==> config.mk <==
export PLATFORM = sky130hd
export DESIGN_NAME = mscr_ctrl_regs
export DESIGN_NICKNAME = d
export VERILOG_FILES = /design/src/logic/mscr_pkg.sv /design/src/logic/mscr_ctrl_regs.sv /design/src/logic/mscr_sync.sv /design/src/logic/mscr_wreg.sv
export VERILOG_INCLUDE_DIRS = /design/src /design/src/logic
export SDC_FILE = /design/constraint.sdc
export NUM_CORES = 1
export LEC_CHECK = 0
export BUFFER_PORTS_ARGS = -buffer_cell sky130_fd_sc_hd__buf_2
export CORE_MARGIN = 3
export CORE_UTILIZATION = 61
export CTS_CLUSTER_SIZE = 16
export DETAILED_ROUTE_END_ITERATION = 10
export GPL_ROUTABILITY_DRIVEN = 0
export PLACE_DENSITY = 0.84
export SYNTH_ARGS = -nofsm -noshare
export SYNTH_HDL_FRONTEND = slang
export SYNTH_SLANG_ARGS = --single-unit
==> constraint.sdc <==
create_clock -name sys_clk -period 4.5 [get_ports sys_clk]
set_input_delay 0.45 -clock sys_clk [delete_from_list [all_inputs] [get_ports sys_clk]]
set_output_delay 0.45 -clock sys_clk [all_outputs]
set_load 0.02 [all_outputs]
==> src/logic/mscr_regs.svh <==
// Address map, field positions and timing constants of the modem control registers.
`ifndef MSCR_REGS_SVH
`define MSCR_REGS_SVH

// ==========================================================
// Serial control bus addresses
`define MSCR_ADDR_GEN_RESET 8'h01
`define MSCR_ADDR_GEN_CTRL 8'he0
`define MSCR_ADDR_TX_MODE 8'he1
`define MSCR_ADDR_RX_MODE 8'he2
`define MSCR_ADDR_TX_DATA_A 8'he3
`define MSCR_ADDR_TX_DATA_B 8'he4
`define MSCR_ADDR_RX_DATA 8'he5
`define MSCR_ADDR_STATUS1 8'he6
`define MSCR_ADDR_STATUS2 8'he7
`define MSCR_ADDR_PROG 8'he8
`define MSCR_ADDR_ROUTING 8'hec

// ==========================================================
// Frame lengths, counted as last bit index
`define MSCR_LAST_BIT_BYTE 5'h07
`define MSCR_LAST_BIT_WORD 5'h0f

// ==========================================================
// General control field positions
`define MSCR_GC_HOOK_MASK 11
`define MSCR_GC_EQU_OFF 10
`define MSCR_GC_RELAY 9
`define MSCR_GC_POWERUP 8
`define MSCR_GC_RESET 7
`define MSCR_GC_IRQ_EN 6
`define MSCR_GC_MASK_HI 5

// ==========================================================
// Status fields and reset values
`define MSCR_ST1_KEEP_MASK 15'h4000
`define MSCR_ST1_INTRST_MASK 15'h4000
`define MSCR_ST2_KEEP_MASK 16'h0100
`define MSCR_REG_RESET 16'h0000
`define MSCR_ROUTING_W 6

// ==========================================================
// Transmit mode field
`define MSCR_TXM_MODE_HI 15
`define MSCR_TXM_MODE_LO 12
`define MSCR_TXM_OFF 4'h0
`define MSCR_TXM_TONES 4'h1

// ==========================================================
// Timing
`define MSCR_CLK_KHZ 40000
`define MSCR_VBIAS_SETTLE_MS 20

`endif

==> src/logic/mscr_pkg.sv <==
// Shared types of the modem control register block.
package mscr_pkg;

  // ==========================================================
  // Serial frame phases
  typedef enum logic [2:0] {
    MSCR_IDLE,
    MSCR_ADDR,
    MSCR_DATA,
    MSCR_READ,
    MSCR_DONE
  } mscr_phase_t;

endpackage

==> src/logic/mscr_ctrl_regs.sv <==
// Modem register bank with serial control bus slave and global control.
`timescale 1ns/1ps
`include "mscr_regs.svh"

module mscr_ctrl_regs import mscr_pkg::*; #(
  parameter int unsigned SETTLE_CYCLES = `MSCR_VBIAS_SETTLE_MS * `MSCR_CLK_KHZ
) (
  // Clock and reset
  input wire logic sys_clk,
  input wire logic rst,
  // Serial control bus pins
  input wire logic cb_clk,
  input wire logic cb_sel_low,
  input wire logic cb_cmd_data,
  output logic cb_reply_data,
  output logic cb_reply_oe,
  // Device reset pin
  input wire logic chip_reset_pin_low,
  // Modem core status
  input wire logic [14:0] core_status1,
  input wire logic [15:0] core_status2,
  input wire logic [7:0] rx_byte,
  input wire logic rx_byte_stb,
  input wire logic [6:0] irq_source,
  // Register contents
  output logic [15:0] general_control,
  output logic [15:0] transmit_mode,
  output logic [15:0] receive_mode,
  output logic [15:0] tone_programming,
  output logic [7:0] analogue_routing,
  output logic [7:0] transmit_data,
  output logic transmit_data_stb,
  output logic rx_data_taken,
  // Global control
  output logic tx_mode_disabled,
  output logic tx_mode_tones,
  output logic powersave,
  output logic core_reset,
  output logic equaliser_bypass,
  output logic relay_drive_out_low,
  output logic irq_out_low,
  output logic vbias_settled
);

  localparam int CW = $clog2(SETTLE_CYCLES + 1);
  localparam logic [CW-1:0] SETTLE_LAST = CW'(SETTLE_CYCLES - 1);

  typedef struct packed {
    mscr_phase_t phase;
    logic clk_prev;
    logic [4:0] bit_cnt;
    logic [4:0] bit_last;
    logic [15:0] shift;
    logic [7:0] addr;
    logic [15:0] rd_sh;
    logic reply;
    logic reply_oe;
    logic gen_rst;
    logic wr_stb;
    logic [15:0] wr_data;
    logic tx_stb;
    logic [7:0] tx_data;
    logic rx_taken;
    logic irq;
    logic [14:0] st1;
    logic [15:0] st2;
    logic [7:0] rx_data;
    logic pwrsave;
    logic core_rst;
    logic eq_off;
    logic relay_n;
    logic irq_n;
    logic tx_dis;
    logic tx_tone;
    logic [15:0] txm;
    logic [CW-1:0] settle;
    logic settled;
  } mscr_main_st_t;

  mscr_main_st_t q;
  mscr_main_st_t d;

  // ==========================================================
  // Pin synchronisers
  logic [3:0] pins_s;
  logic clk_s;
  logic sel_low_s;
  logic din_s;
  logic pin_rst_low_s;

  mscr_sync #(.W(4), .INIT(4'b1110)) u_sync (
    .sys_clk(sys_clk),
    .rst(rst),
    .d({chip_reset_pin_low, cb_clk, cb_sel_low, cb_cmd_data}),
    .q(pins_s)
  );

  assign pin_rst_low_s = pins_s[3];
  assign clk_s = pins_s[2];
  assign sel_low_s = pins_s[1];
  assign din_s = pins_s[0];

  // ==========================================================
  // Write-only registers
  logic [15:0] gc;
  logic [15:0] txm_q;
  logic [`MSCR_ROUTING_W-1:0] route_q;
  logic wr_gc;
  logic wr_txm;
  logic wr_rxm;
  logic wr_prog;
  logic wr_route;
  logic int_rst;

  assign wr_gc = q.wr_stb && (q.addr == `MSCR_ADDR_GEN_CTRL);
  assign wr_txm = q.wr_stb && (q.addr == `MSCR_ADDR_TX_MODE);
  assign wr_rxm = q.wr_stb && (q.addr == `MSCR_ADDR_RX_MODE);
  assign wr_prog = q.wr_stb && (q.addr == `MSCR_ADDR_PROG);
  assign wr_route = q.wr_stb && (q.addr == `MSCR_ADDR_ROUTING);
  assign int_rst = gc[`MSCR_GC_RESET];

  mscr_wreg #(.W(16)) u_gc (
    .sys_clk(sys_clk),
    .rst(rst),
    .clr(q.gen_rst),
    .hold(1'b0),
    .we(wr_gc),
    .wdata(q.wr_data),
    .q(gc)
  );

  mscr_wreg #(.W(16)) u_txm (
    .sys_clk(sys_clk),
    .rst(rst),
    .clr(q.gen_rst),
    .hold(int_rst),
    .we(wr_txm),
    .wdata(q.wr_data),
    .q(txm_q)
  );

  mscr_wreg #(.W(16)) u_rxm (
    .sys_clk(sys_clk),
    .rst(rst),
    .clr(q.gen_rst),
    .hold(int_rst),
    .we(wr_rxm),
    .wdata(q.wr_data),
    .q(receive_mode)
  );

  mscr_wreg #(.W(16)) u_prog (
    .sys_clk(sys_clk),
    .rst(rst),
    .clr(q.gen_rst),
    .hold(int_rst),
    .we(wr_prog),
    .wdata(q.wr_data),
    .q(tone_programming)
  );

  mscr_wreg #(.W(`MSCR_ROUTING_W)) u_route (
    .sys_clk(sys_clk),
    .rst(rst),
    .clr(q.gen_rst),
    .hold(int_rst),
    .we(wr_route),
    .wdata(q.wr_data[`MSCR_ROUTING_W-1:0]),
    .q(route_q)
  );

  // ==========================================================
  // Frame engine and status
  logic [15:0] nxt;
  logic clk_rise;
  logic irq_clr;
  logic irq_set;
  logic [4:0] cnt_inc;

  always_comb begin
    d = q;
    nxt = {q.shift[14:0], din_s};
    clk_rise = clk_s && !q.clk_prev;
    cnt_inc = q.bit_cnt + 5'h01;
    irq_clr = 1'b0;
    d.clk_prev = clk_s;
    d.gen_rst = !pin_rst_low_s;
    d.wr_stb = 1'b0;
    d.rx_taken = 1'b0;
    if (sel_low_s) begin
      d.phase = MSCR_IDLE;
      d.reply = 1'b0;
      d.reply_oe = 1'b0;
    end else begin
      case (q.phase)
        MSCR_IDLE: begin
          d.phase = MSCR_ADDR;
          d.bit_cnt = 5'h00;
        end
        MSCR_ADDR: begin
          if (clk_rise) begin
            d.shift = nxt;
            d.bit_cnt = cnt_inc;
            if (q.bit_cnt == `MSCR_LAST_BIT_BYTE) begin
              d.addr = nxt[7:0];
              d.bit_cnt = 5'h00;
              case (nxt[7:0])
                `MSCR_ADDR_GEN_RESET: begin
                  d.gen_rst = 1'b1;
                  d.phase = MSCR_DONE;
                end
                `MSCR_ADDR_GEN_CTRL, `MSCR_ADDR_TX_MODE, `MSCR_ADDR_RX_MODE,
                `MSCR_ADDR_PROG: begin
                  d.bit_last = `MSCR_LAST_BIT_WORD;
                  d.phase = MSCR_DATA;
                end
                `MSCR_ADDR_TX_DATA_A, `MSCR_ADDR_TX_DATA_B, `MSCR_ADDR_ROUTING: begin
                  d.bit_last = `MSCR_LAST_BIT_BYTE;
                  d.phase = MSCR_DATA;
                end
                `MSCR_ADDR_RX_DATA: begin
                  d.bit_last = `MSCR_LAST_BIT_BYTE;
                  d.rd_sh = {q.rx_data, 8'h00};
                  d.reply = q.rx_data[7];
                  d.reply_oe = 1'b1;
                  d.rx_taken = 1'b1;
                  d.phase = MSCR_READ;
                end
                `MSCR_ADDR_STATUS1: begin
                  d.bit_last = `MSCR_LAST_BIT_WORD;
                  d.rd_sh = {q.irq, q.st1};
                  d.reply = q.irq;
                  d.reply_oe = 1'b1;
                  irq_clr = 1'b1;
                  d.phase = MSCR_READ;
                end
                `MSCR_ADDR_STATUS2: begin
                  d.bit_last = `MSCR_LAST_BIT_WORD;
                  d.rd_sh = q.st2;
                  d.reply = q.st2[15];
                  d.reply_oe = 1'b1;
                  d.phase = MSCR_READ;
                end
                // Test and unmapped addresses are ignored.
                default: begin
                  d.phase = MSCR_DONE;
                end
              endcase
            end
          end
        end
        MSCR_DATA: begin
          if (clk_rise) begin
            d.shift = nxt;
            d.bit_cnt = cnt_inc;
            if (q.bit_cnt == q.bit_last) begin
              d.wr_stb = 1'b1;
              d.wr_data = (q.bit_last == `MSCR_LAST_BIT_BYTE) ? {8'h00, nxt[7:0]} : nxt;
              d.phase = MSCR_DONE;
            end
          end
        end
        // The host samples on the rising edge, so the next bit is set up
        // right after it and stays stable for a whole serial clock period.
        MSCR_READ: begin
          if (clk_rise) begin
            d.rd_sh = {q.rd_sh[14:0], 1'b0};
            d.reply = q.rd_sh[14];
            d.bit_cnt = cnt_inc;
            if (q.bit_cnt == q.bit_last) begin
              d.phase = MSCR_DONE;
            end
          end
        end
        MSCR_DONE: begin
          d.phase = MSCR_DONE;
        end
        default: begin
          d.phase = MSCR_IDLE;
        end
      endcase
    end

    d.tx_stb = q.wr_stb && ((q.addr == `MSCR_ADDR_TX_DATA_A) ||
                            (q.addr == `MSCR_ADDR_TX_DATA_B));
    if (d.tx_stb) begin
      d.tx_data = q.wr_data[7:0];
    end
    if (rx_byte_stb) begin
      d.rx_data = rx_byte;
    end

    irq_set = |(irq_source & {gc[`MSCR_GC_HOOK_MASK], gc[`MSCR_GC_MASK_HI:0]});
    d.irq = irq_set || (q.irq && !irq_clr && !q.gen_rst);

    d.st1 = core_status1;
    d.st2 = core_status2;
    if (q.gen_rst) begin
      d.st1 = core_status1 & `MSCR_ST1_KEEP_MASK;
      d.st2 = core_status2 & `MSCR_ST2_KEEP_MASK;
    end else if (int_rst) begin
      d.st1 = core_status1 & `MSCR_ST1_INTRST_MASK;
    end

    d.pwrsave = !gc[`MSCR_GC_POWERUP];
    d.core_rst = int_rst || q.gen_rst;
    d.eq_off = gc[`MSCR_GC_EQU_OFF];
    d.relay_n = !gc[`MSCR_GC_RELAY];
    d.irq_n = !(gc[`MSCR_GC_IRQ_EN] && q.irq);
    d.tx_dis = txm_q[`MSCR_TXM_MODE_HI:`MSCR_TXM_MODE_LO] == `MSCR_TXM_OFF;
    d.tx_tone = txm_q[`MSCR_TXM_MODE_HI:`MSCR_TXM_MODE_LO] == `MSCR_TXM_TONES;
    d.txm = d.tx_dis ? `MSCR_REG_RESET : txm_q;

    // Settling only counts while powered up with reset held; the flag is
    // a convenience, the host still owns the wait before using the modem.
    if (!gc[`MSCR_GC_POWERUP]) begin
      d.settle = '0;
      d.settled = 1'b0;
    end else if (int_rst && !q.settled) begin
      if (q.settle == SETTLE_LAST) begin
        d.settled = 1'b1;
      end else begin
        d.settle = q.settle + CW'(1);
      end
    end
  end

  always_ff @(posedge sys_clk) begin
    if (rst) begin
      q <= '0;
      q.phase <= MSCR_IDLE;
      q.clk_prev <= 1'b1;
      q.pwrsave <= 1'b1;
      q.relay_n <= 1'b1;
      q.irq_n <= 1'b1;
      q.tx_dis <= 1'b1;
    end else begin
      q <= d;
    end
  end

  // ==========================================================
  // Outputs
  assign cb_reply_data = q.reply;
  assign cb_reply_oe = q.reply_oe;
  assign general_control = gc;
  assign transmit_mode = q.txm;
  assign analogue_routing = {2'b00, route_q};
  assign transmit_data = q.tx_data;
  assign transmit_data_stb = q.tx_stb;
  assign rx_data_taken = q.rx_taken;
  assign tx_mode_disabled = q.tx_dis;
  assign tx_mode_tones = q.tx_tone;
  assign powersave = q.pwrsave;
  assign core_reset = q.core_rst;
  assign equaliser_bypass = q.eq_off;
  assign relay_drive_out_low = q.relay_n;
  assign irq_out_low = q.irq_n;
  assign vbias_settled = q.settled;
endmodule

==> src/logic/mscr_sync.sv <==
// Three-stage pin synchroniser with agreement filter.
`timescale 1ns/1ps

module mscr_sync import mscr_pkg::*; #(
  parameter int W = 1,
  parameter logic [W-1:0] INIT = '0
) (
  // Clock and reset
  input wire logic sys_clk,
  input wire logic rst,
  // Pins and filtered levels
  input wire logic [W-1:0] d,
  output logic [W-1:0] q
);

  typedef struct packed {
    logic [W-1:0] s1;
    logic [W-1:0] s2;
    logic [W-1:0] s3;
    logic [W-1:0] lvl;
  } mscr_sync_st_t;

  mscr_sync_st_t st_q;
  mscr_sync_st_t st_d;

  // A level counts only once the second and third stages agree, so a
  // single metastable sample never reaches the frame logic.
  always_comb begin
    st_d = st_q;
    st_d.s1 = d;
    st_d.s2 = st_q.s1;
    st_d.s3 = st_q.s2;
    for (int i = 0; i < W; i++) begin
      if (st_q.s2[i] == st_q.s3[i]) begin
        st_d.lvl[i] = st_q.s3[i];
      end
    end
  end

  always_ff @(posedge sys_clk) begin
    if (rst) begin
      st_q <= {INIT, INIT, INIT, INIT};
    end else begin
      st_q <= st_d;
    end
  end

  assign q = st_q.lvl;

endmodule

==> src/logic/mscr_wreg.sv <==
// Write-only register with a pulsed clear and a held clear.
`timescale 1ns/1ps

module mscr_wreg import mscr_pkg::*; #(
  parameter int W = 16
) (
  // Clock and reset
  input wire logic sys_clk,
  input wire logic rst,
  // Control
  input wire logic clr,
  input wire logic hold,
  input wire logic we,
  input wire logic [W-1:0] wdata,
  // Contents
  output logic [W-1:0] q
);

  typedef struct packed {
    logic [W-1:0] val;
  } mscr_wreg_st_t;

  mscr_wreg_st_t st_q;
  mscr_wreg_st_t st_d;

  // Clears beat a write in the same cycle, so nothing survives a reset.
  always_comb begin
    st_d = st_q;
    if (clr || hold) begin
      st_d.val = '0;
    end else if (we) begin
      st_d.val = wdata;
    end
  end

  always_ff @(posedge sys_clk) begin
    if (rst) begin
      st_q <= '0;
    end else begin
      st_q <= st_d;
    end
  end

  assign q = st_q.val;

endmodule

==> flow_summary.html <==
<table>
<tr><th>Metric</th><th>Value</th></tr>
<tr><th colspan="2">Pwr</th></tr>
<tr><td>Internal power of the cells</td><td>~3.6 mW</td></tr>
<tr><td>Psw</td><td>0.899 mW</td></tr>
<tr><td>Peak ir drop on the vdd network</td><td>285 uV</td></tr>
<tr><td>Sw Ratio</td><td>20.1%</td></tr>
<tr><td>Reg power frac</td><td>50.0%</td></tr>
<tr><td>LEAKAGE</td><td>4.63 nW</td></tr>
<tr><td>Power Density</td><td>just under 400 nW/um^2</td></tr>
<tr><td>Logic gate share of total power</td><td>approximately 2.0%</td></tr>
<tr><td>Clock group share of total power</td><td>48.0%</td></tr>
<tr><th colspan="2">Synth</th></tr>
<tr><td>Async set or reset register ratio after synthesis</td><td>0%</td></tr>
<tr><td>Area leader, netlist</td><td>sky130_fd_sc_hd__dfxtp_1</td></tr>
<tr><td>Share of the synthesized area in the top cell type</td><td>49.9%</td></tr>
<tr><td>EDFF count, synth</td><td>0</td></tr>
<tr><td>Most repeated cell in the gate-level netlist after synthesis</td><td>sky130_fd_sc_hd__dfxtp_1</td></tr>
<tr><td>Sequential area share after synthesis</td><td>between 40% and 50%</td></tr>
<tr><td>Library cells used by synthesis</td><td>68</td></tr>
<tr><td>Top cell types by occurrence after synthesis</td><td>sky130_fd_sc_hd__dfxtp_1, sky130_fd_sc_hd__nand2_1, sky130_fd_sc_hd__mux2i_1, sky130_fd_sc_hd__nor2_1, sky130_fd_sc_hd__a21oi_1</td></tr>
<tr><td>Netlist area before placement</td><td>9990 sq um</td></tr>
<tr><td>Yosys warning count</td><td>0</td></tr>
<tr><td>Top post-synthesis cells by area</td><td>sky130_fd_sc_hd__dfxtp_1, sky130_fd_sc_hd__mux2i_1, sky130_fd_sc_hd__nand2_1</td></tr>
<tr><td>Most used flip-flop cell after synthesis</td><td>sky130_fd_sc_hd__dfxtp_1</td></tr>
<tr><td>Post-synthesis average cell area</td><td>9.47 sq um</td></tr>
<tr><td>Number of register bits inferred by synthesis</td><td>249</td></tr>
<tr><td>Cell count after synthesis</td><td>1,054</td></tr>
<tr><th colspan="2">Clock network</th></tr>
<tr><td>CTS root buf</td><td>sky130_fd_sc_hd__clkbuf_16</td></tr>
<tr><td>Maximum clock path buffer count</td><td>3</td></tr>
<tr><td>Sinks on Clock Net</td><td>249</td></tr>
<tr><td>Clock latency on the worst-skew pair</td><td>0.51 ns</td></tr>
<tr><td>Clock transition at the registers of the reported paths</td><td>about 0.060 ns</td></tr>
<tr><td>Number of setup buffers added after CTS</td><td>0</td></tr>
<tr><td>CTS tree</td><td>built</td></tr>
<tr><td>Number of buffers inserted during clock tree synthesis</td><td>25</td></tr>
<tr><td>Depth of the CTS H-tree</td><td>1</td></tr>
<tr><td>Hold buffers post-CTS</td><td>0</td></tr>
<tr><td>Post-CTS sizing</td><td>0</td></tr>
<tr><th colspan="2">Global routing</th></tr>
<tr><td>First-pass GRT wire length</td><td>36,700 microns</td></tr>
<tr><td>Global route overflow</td><td>0</td></tr>
<tr><td>Antenna violations before repair</td><td>0</td></tr>
<tr><td>Maximum number of pins on one net before global-route repair</td><td>79</td></tr>
<tr><td>Total routing usage reported by global routing</td><td>24.6%</td></tr>
<tr><td>Via count of the first global-routing pass</td><td>7,196</td></tr>
<tr><th colspan="2">Floorplanning</th></tr>
<tr><td>Top-Level Pins</td><td>approximately 150</td></tr>
<tr><td>Die area</td><td>17,900 sq um</td></tr>
<tr><td>Die X-Extent</td><td>134 microns</td></tr>
<tr><td>Count of standard-cell rows</td><td>46</td></tr>
<tr><td>Starting Density</td><td>62.6%</td></tr>
<tr><td>Overall die height</td><td>134 microns</td></tr>
<tr><td>Floorplan Core Area</td><td>15,900 sq um</td></tr>
<tr><th colspan="2">Timing</th></tr>
<tr><td>Top achievable clock speed</td><td>355 MHz</td></tr>
<tr><td>Final Slew Violations</td><td>0</td></tr>
<tr><td>Slew of the pin with the lowest slew margin</td><td>between 1 and 1.5 ns</td></tr>
<tr><td>RSZ-0062 raised after global routing</td><td>false</td></tr>
<tr><td>Crit path setup slack, layout</td><td>1.68 ns</td></tr>
<tr><td>Hold violation count in the final report</td><td>0</td></tr>
<tr><td>Setup skew after layout</td><td>0.0112 ns</td></tr>
<tr><td>Part of the cycle the worst path needs</td><td>between 60% and 70%</td></tr>
<tr><td>Time the worst path needs with I/O delays and setup</td><td>2.82 ns</td></tr>
<tr><td>Setup tns final</td><td>0 ns</td></tr>
<tr><td>Worst max-slew margin expressed relative to the limit</td><td>25.5%</td></tr>
<tr><td>Setup Viol. Count Final</td><td>0</td></tr>
<tr><th colspan="2">Cells and area</th></tr>
<tr><td>Layout Area Growth over Synthesis</td><td>14.4%</td></tr>
<tr><td>ANT cells</td><td>0</td></tr>
<tr><td>Final net count</td><td>1,187</td></tr>
<tr><td>Layout cells sized above 1</td><td>19.7%</td></tr>
<tr><th colspan="2">Critical path</th></tr>
<tr><td>Maximum fanout along the worst path</td><td>14</td></tr>
<tr><td>Setup slack of the worst register-to-register path</td><td>1.68 ns</td></tr>
<tr><td>Element type at the critical path end</td><td>flop</td></tr>
<tr><td>Capture instance of the worst register-to-register path</td><td>q[124]</td></tr>
<tr><td>Crit path kind</td><td>flop to flop</td></tr>
<tr><td>Required time worst endpoint</td><td>4.83 ns</td></tr>
<tr><td>Crit path launch type</td><td>flop</td></tr>
<tr><td>Worst Path Arrival</td><td>3.15 ns</td></tr>
<tr><td>Worst r2r src</td><td>q[159]</td></tr>
<tr><td>Logic depth of the worst register-to-register path</td><td>5</td></tr>
<tr><th colspan="2">Worst hold path</th></tr>
<tr><td>Hold endpoint</td><td>u_sync.st_d[11]</td></tr>
<tr><td>Number of cells on the worst hold path</td><td>2</td></tr>
<tr><td>Min-Delay Startpoint</td><td>chip_reset_pin_low</td></tr>
<tr><td>Worst min path class</td><td>input pin to flop</td></tr>
<tr><th colspan="2">Detailed routing</th></tr>
<tr><td>Via total after detailed routing</td><td>a little under 8k</td></tr>
<tr><td>DRT antenna net count</td><td>0</td></tr>
<tr><td>DRC violation total after the first TritonRoute iteration</td><td>708</td></tr>
<tr><td>Wirelength per Cell</td><td>17.0 microns</td></tr>
<tr><td>Residual DRC</td><td>0</td></tr>
<tr><td>Post-Route WL</td><td>~23,000 microns</td></tr>
<tr><td>First drt pass iteration count</td><td>7</td></tr>
<tr><td>Vias per cell</td><td>5.75</td></tr>
<tr><th colspan="2">Placed design</th></tr>
<tr><td>Final HPWL from detailed placement</td><td>15,300 microns</td></tr>
<tr><td>Setup slack after placement</td><td>1.78 ns</td></tr>
<tr><td>IO Port Bufs</td><td>142</td></tr>
<tr><th colspan="2">Run</th></tr>
<tr><td>Number of maximum-capacitance constraint violations</td><td>0</td></tr>
<tr><th colspan="2">Status</th></tr>
<tr><td>Outcome</td><td>completed</td></tr>
</table>
-- power groups by stage --
stage	clock network, mW	logic, mW	registers, mW
finish	2.15	0.0909	2.24
global route	2.26	0.100	2.24
CTS	2.17	0.0915	2.24
detailed placement	0	0.0902	2.29
global placement	0	0.0888	2.28
floorplan	0	0.0573	2.28
-- final cells by class --
cell class	instances	area (sq um)
timing repair buffer	152	788
tap	216	270
multi-input combinational	696	4480
clock inverter	11	138
inverter	8	30.0
sequential	249	4980
clock buffer	34	729
fill	1190	4520
-- logic make-up (layout without fill, tap and decap cells) --
group	count (synthesis)	in the layout	synth area share (%)
fa+ha+maj	2	2	0.251
buf+inv	110	205	5.43
other cells	1	2	0.0376
xor+xnor	4	4	0.351
flops	249	249	49.9
simple gates	382	382	20.1
compound gates	196	196	12.8
mux	110	110	11.1
-- sequential cells by signal (all words and copies together) (netlist names), 4 cells and up --
signal	count
q	112
transmit_mode	16
u_gc.q	16
u_prog.q	16
u_rxm.q	16
u_txm.q	16
nxt	15
transmit_data	8
u_sync.st_d	8
u_route.q	6
u_sync.q	4
u_sync.st_q	4
-- worst max-delay path, stage by stage, from the launching register on --
cell and delay [ns]:
sky130_fd_sc_hd__dfxtp_1 0.39, sky130_fd_sc_hd__ha_1 0.22, sky130_fd_sc_hd__nand4bb_1 0.45, sky130_fd_sc_hd__o41a_1 0.60, sky130_fd_sc_hd__nor3_2 0.75, sky130_fd_sc_hd__a311oi_1 0.22
-- layout by cell type (no fill, tap or decap), types with 9 or more instances in the layout --
cell and instances:
sky130_fd_sc_hd__dfxtp_1 249, sky130_fd_sc_hd__buf_2 141, sky130_fd_sc_hd__nand2_1 105, sky130_fd_sc_hd__mux2i_1 103
sky130_fd_sc_hd__nor2_1 75, sky130_fd_sc_hd__a21oi_1 60, sky130_fd_sc_hd__and2_1 44, sky130_fd_sc_hd__o21ai_0 41
sky130_fd_sc_hd__nand3_1 40, sky130_fd_sc_hd__clkbuf_16 25, sky130_fd_sc_hd__nor2b_1 18, sky130_fd_sc_hd__nand4_1 16
sky130_fd_sc_hd__a211oi_1 15, sky130_fd_sc_hd__nand2b_1 12, sky130_fd_sc_hd__or2_2 12, sky130_fd_sc_hd__a21boi_1 11
sky130_fd_sc_hd__o211ai_1 11, sky130_fd_sc_hd__buf_4 11, sky130_fd_sc_hd__or4_1 9
-- through the flow --
stage	util [%]	power, mW	std cells	hold slack, ns	instance area [sq um]
5_1_grt	71.6	4.60	1366	0.118	11400
3_5_place_dp	66.2	2.38	1321	0.394	10600
3_3_place_gp	66.2	2.37	1321	0.391	10600
4_1_cts	71.6	4.50	1366	0.108	11400
6_report	71.6	4.47	1366	0.120	11400
2_1_floorplan	-	2.34	1055	0.388	9990
-- how the worst max path moves through the flow --
stage | depth (start not counted) | from | to | slack [ns]
finish | 5 | q[159] | q[124] | 1.68
global route | 5 | q[159] | q[125] | 1.45
CTS | 5 | q[159] | q[124] | 1.74
floorplan | 7 | q[159] | q[126] | 2.53
detailed placement | 5 | q[159] | q[125] | 1.78
global placement | 7 | rst | q[17] | 1.89
-- routing by layer --
layer	GRT usage [%]	share of wire, %
met1	33.6	44
met2	40.7	48
met3	3.68	5.5
met4	7.49	2.7
met5	0	0
(Power assumes the default switching activity.)
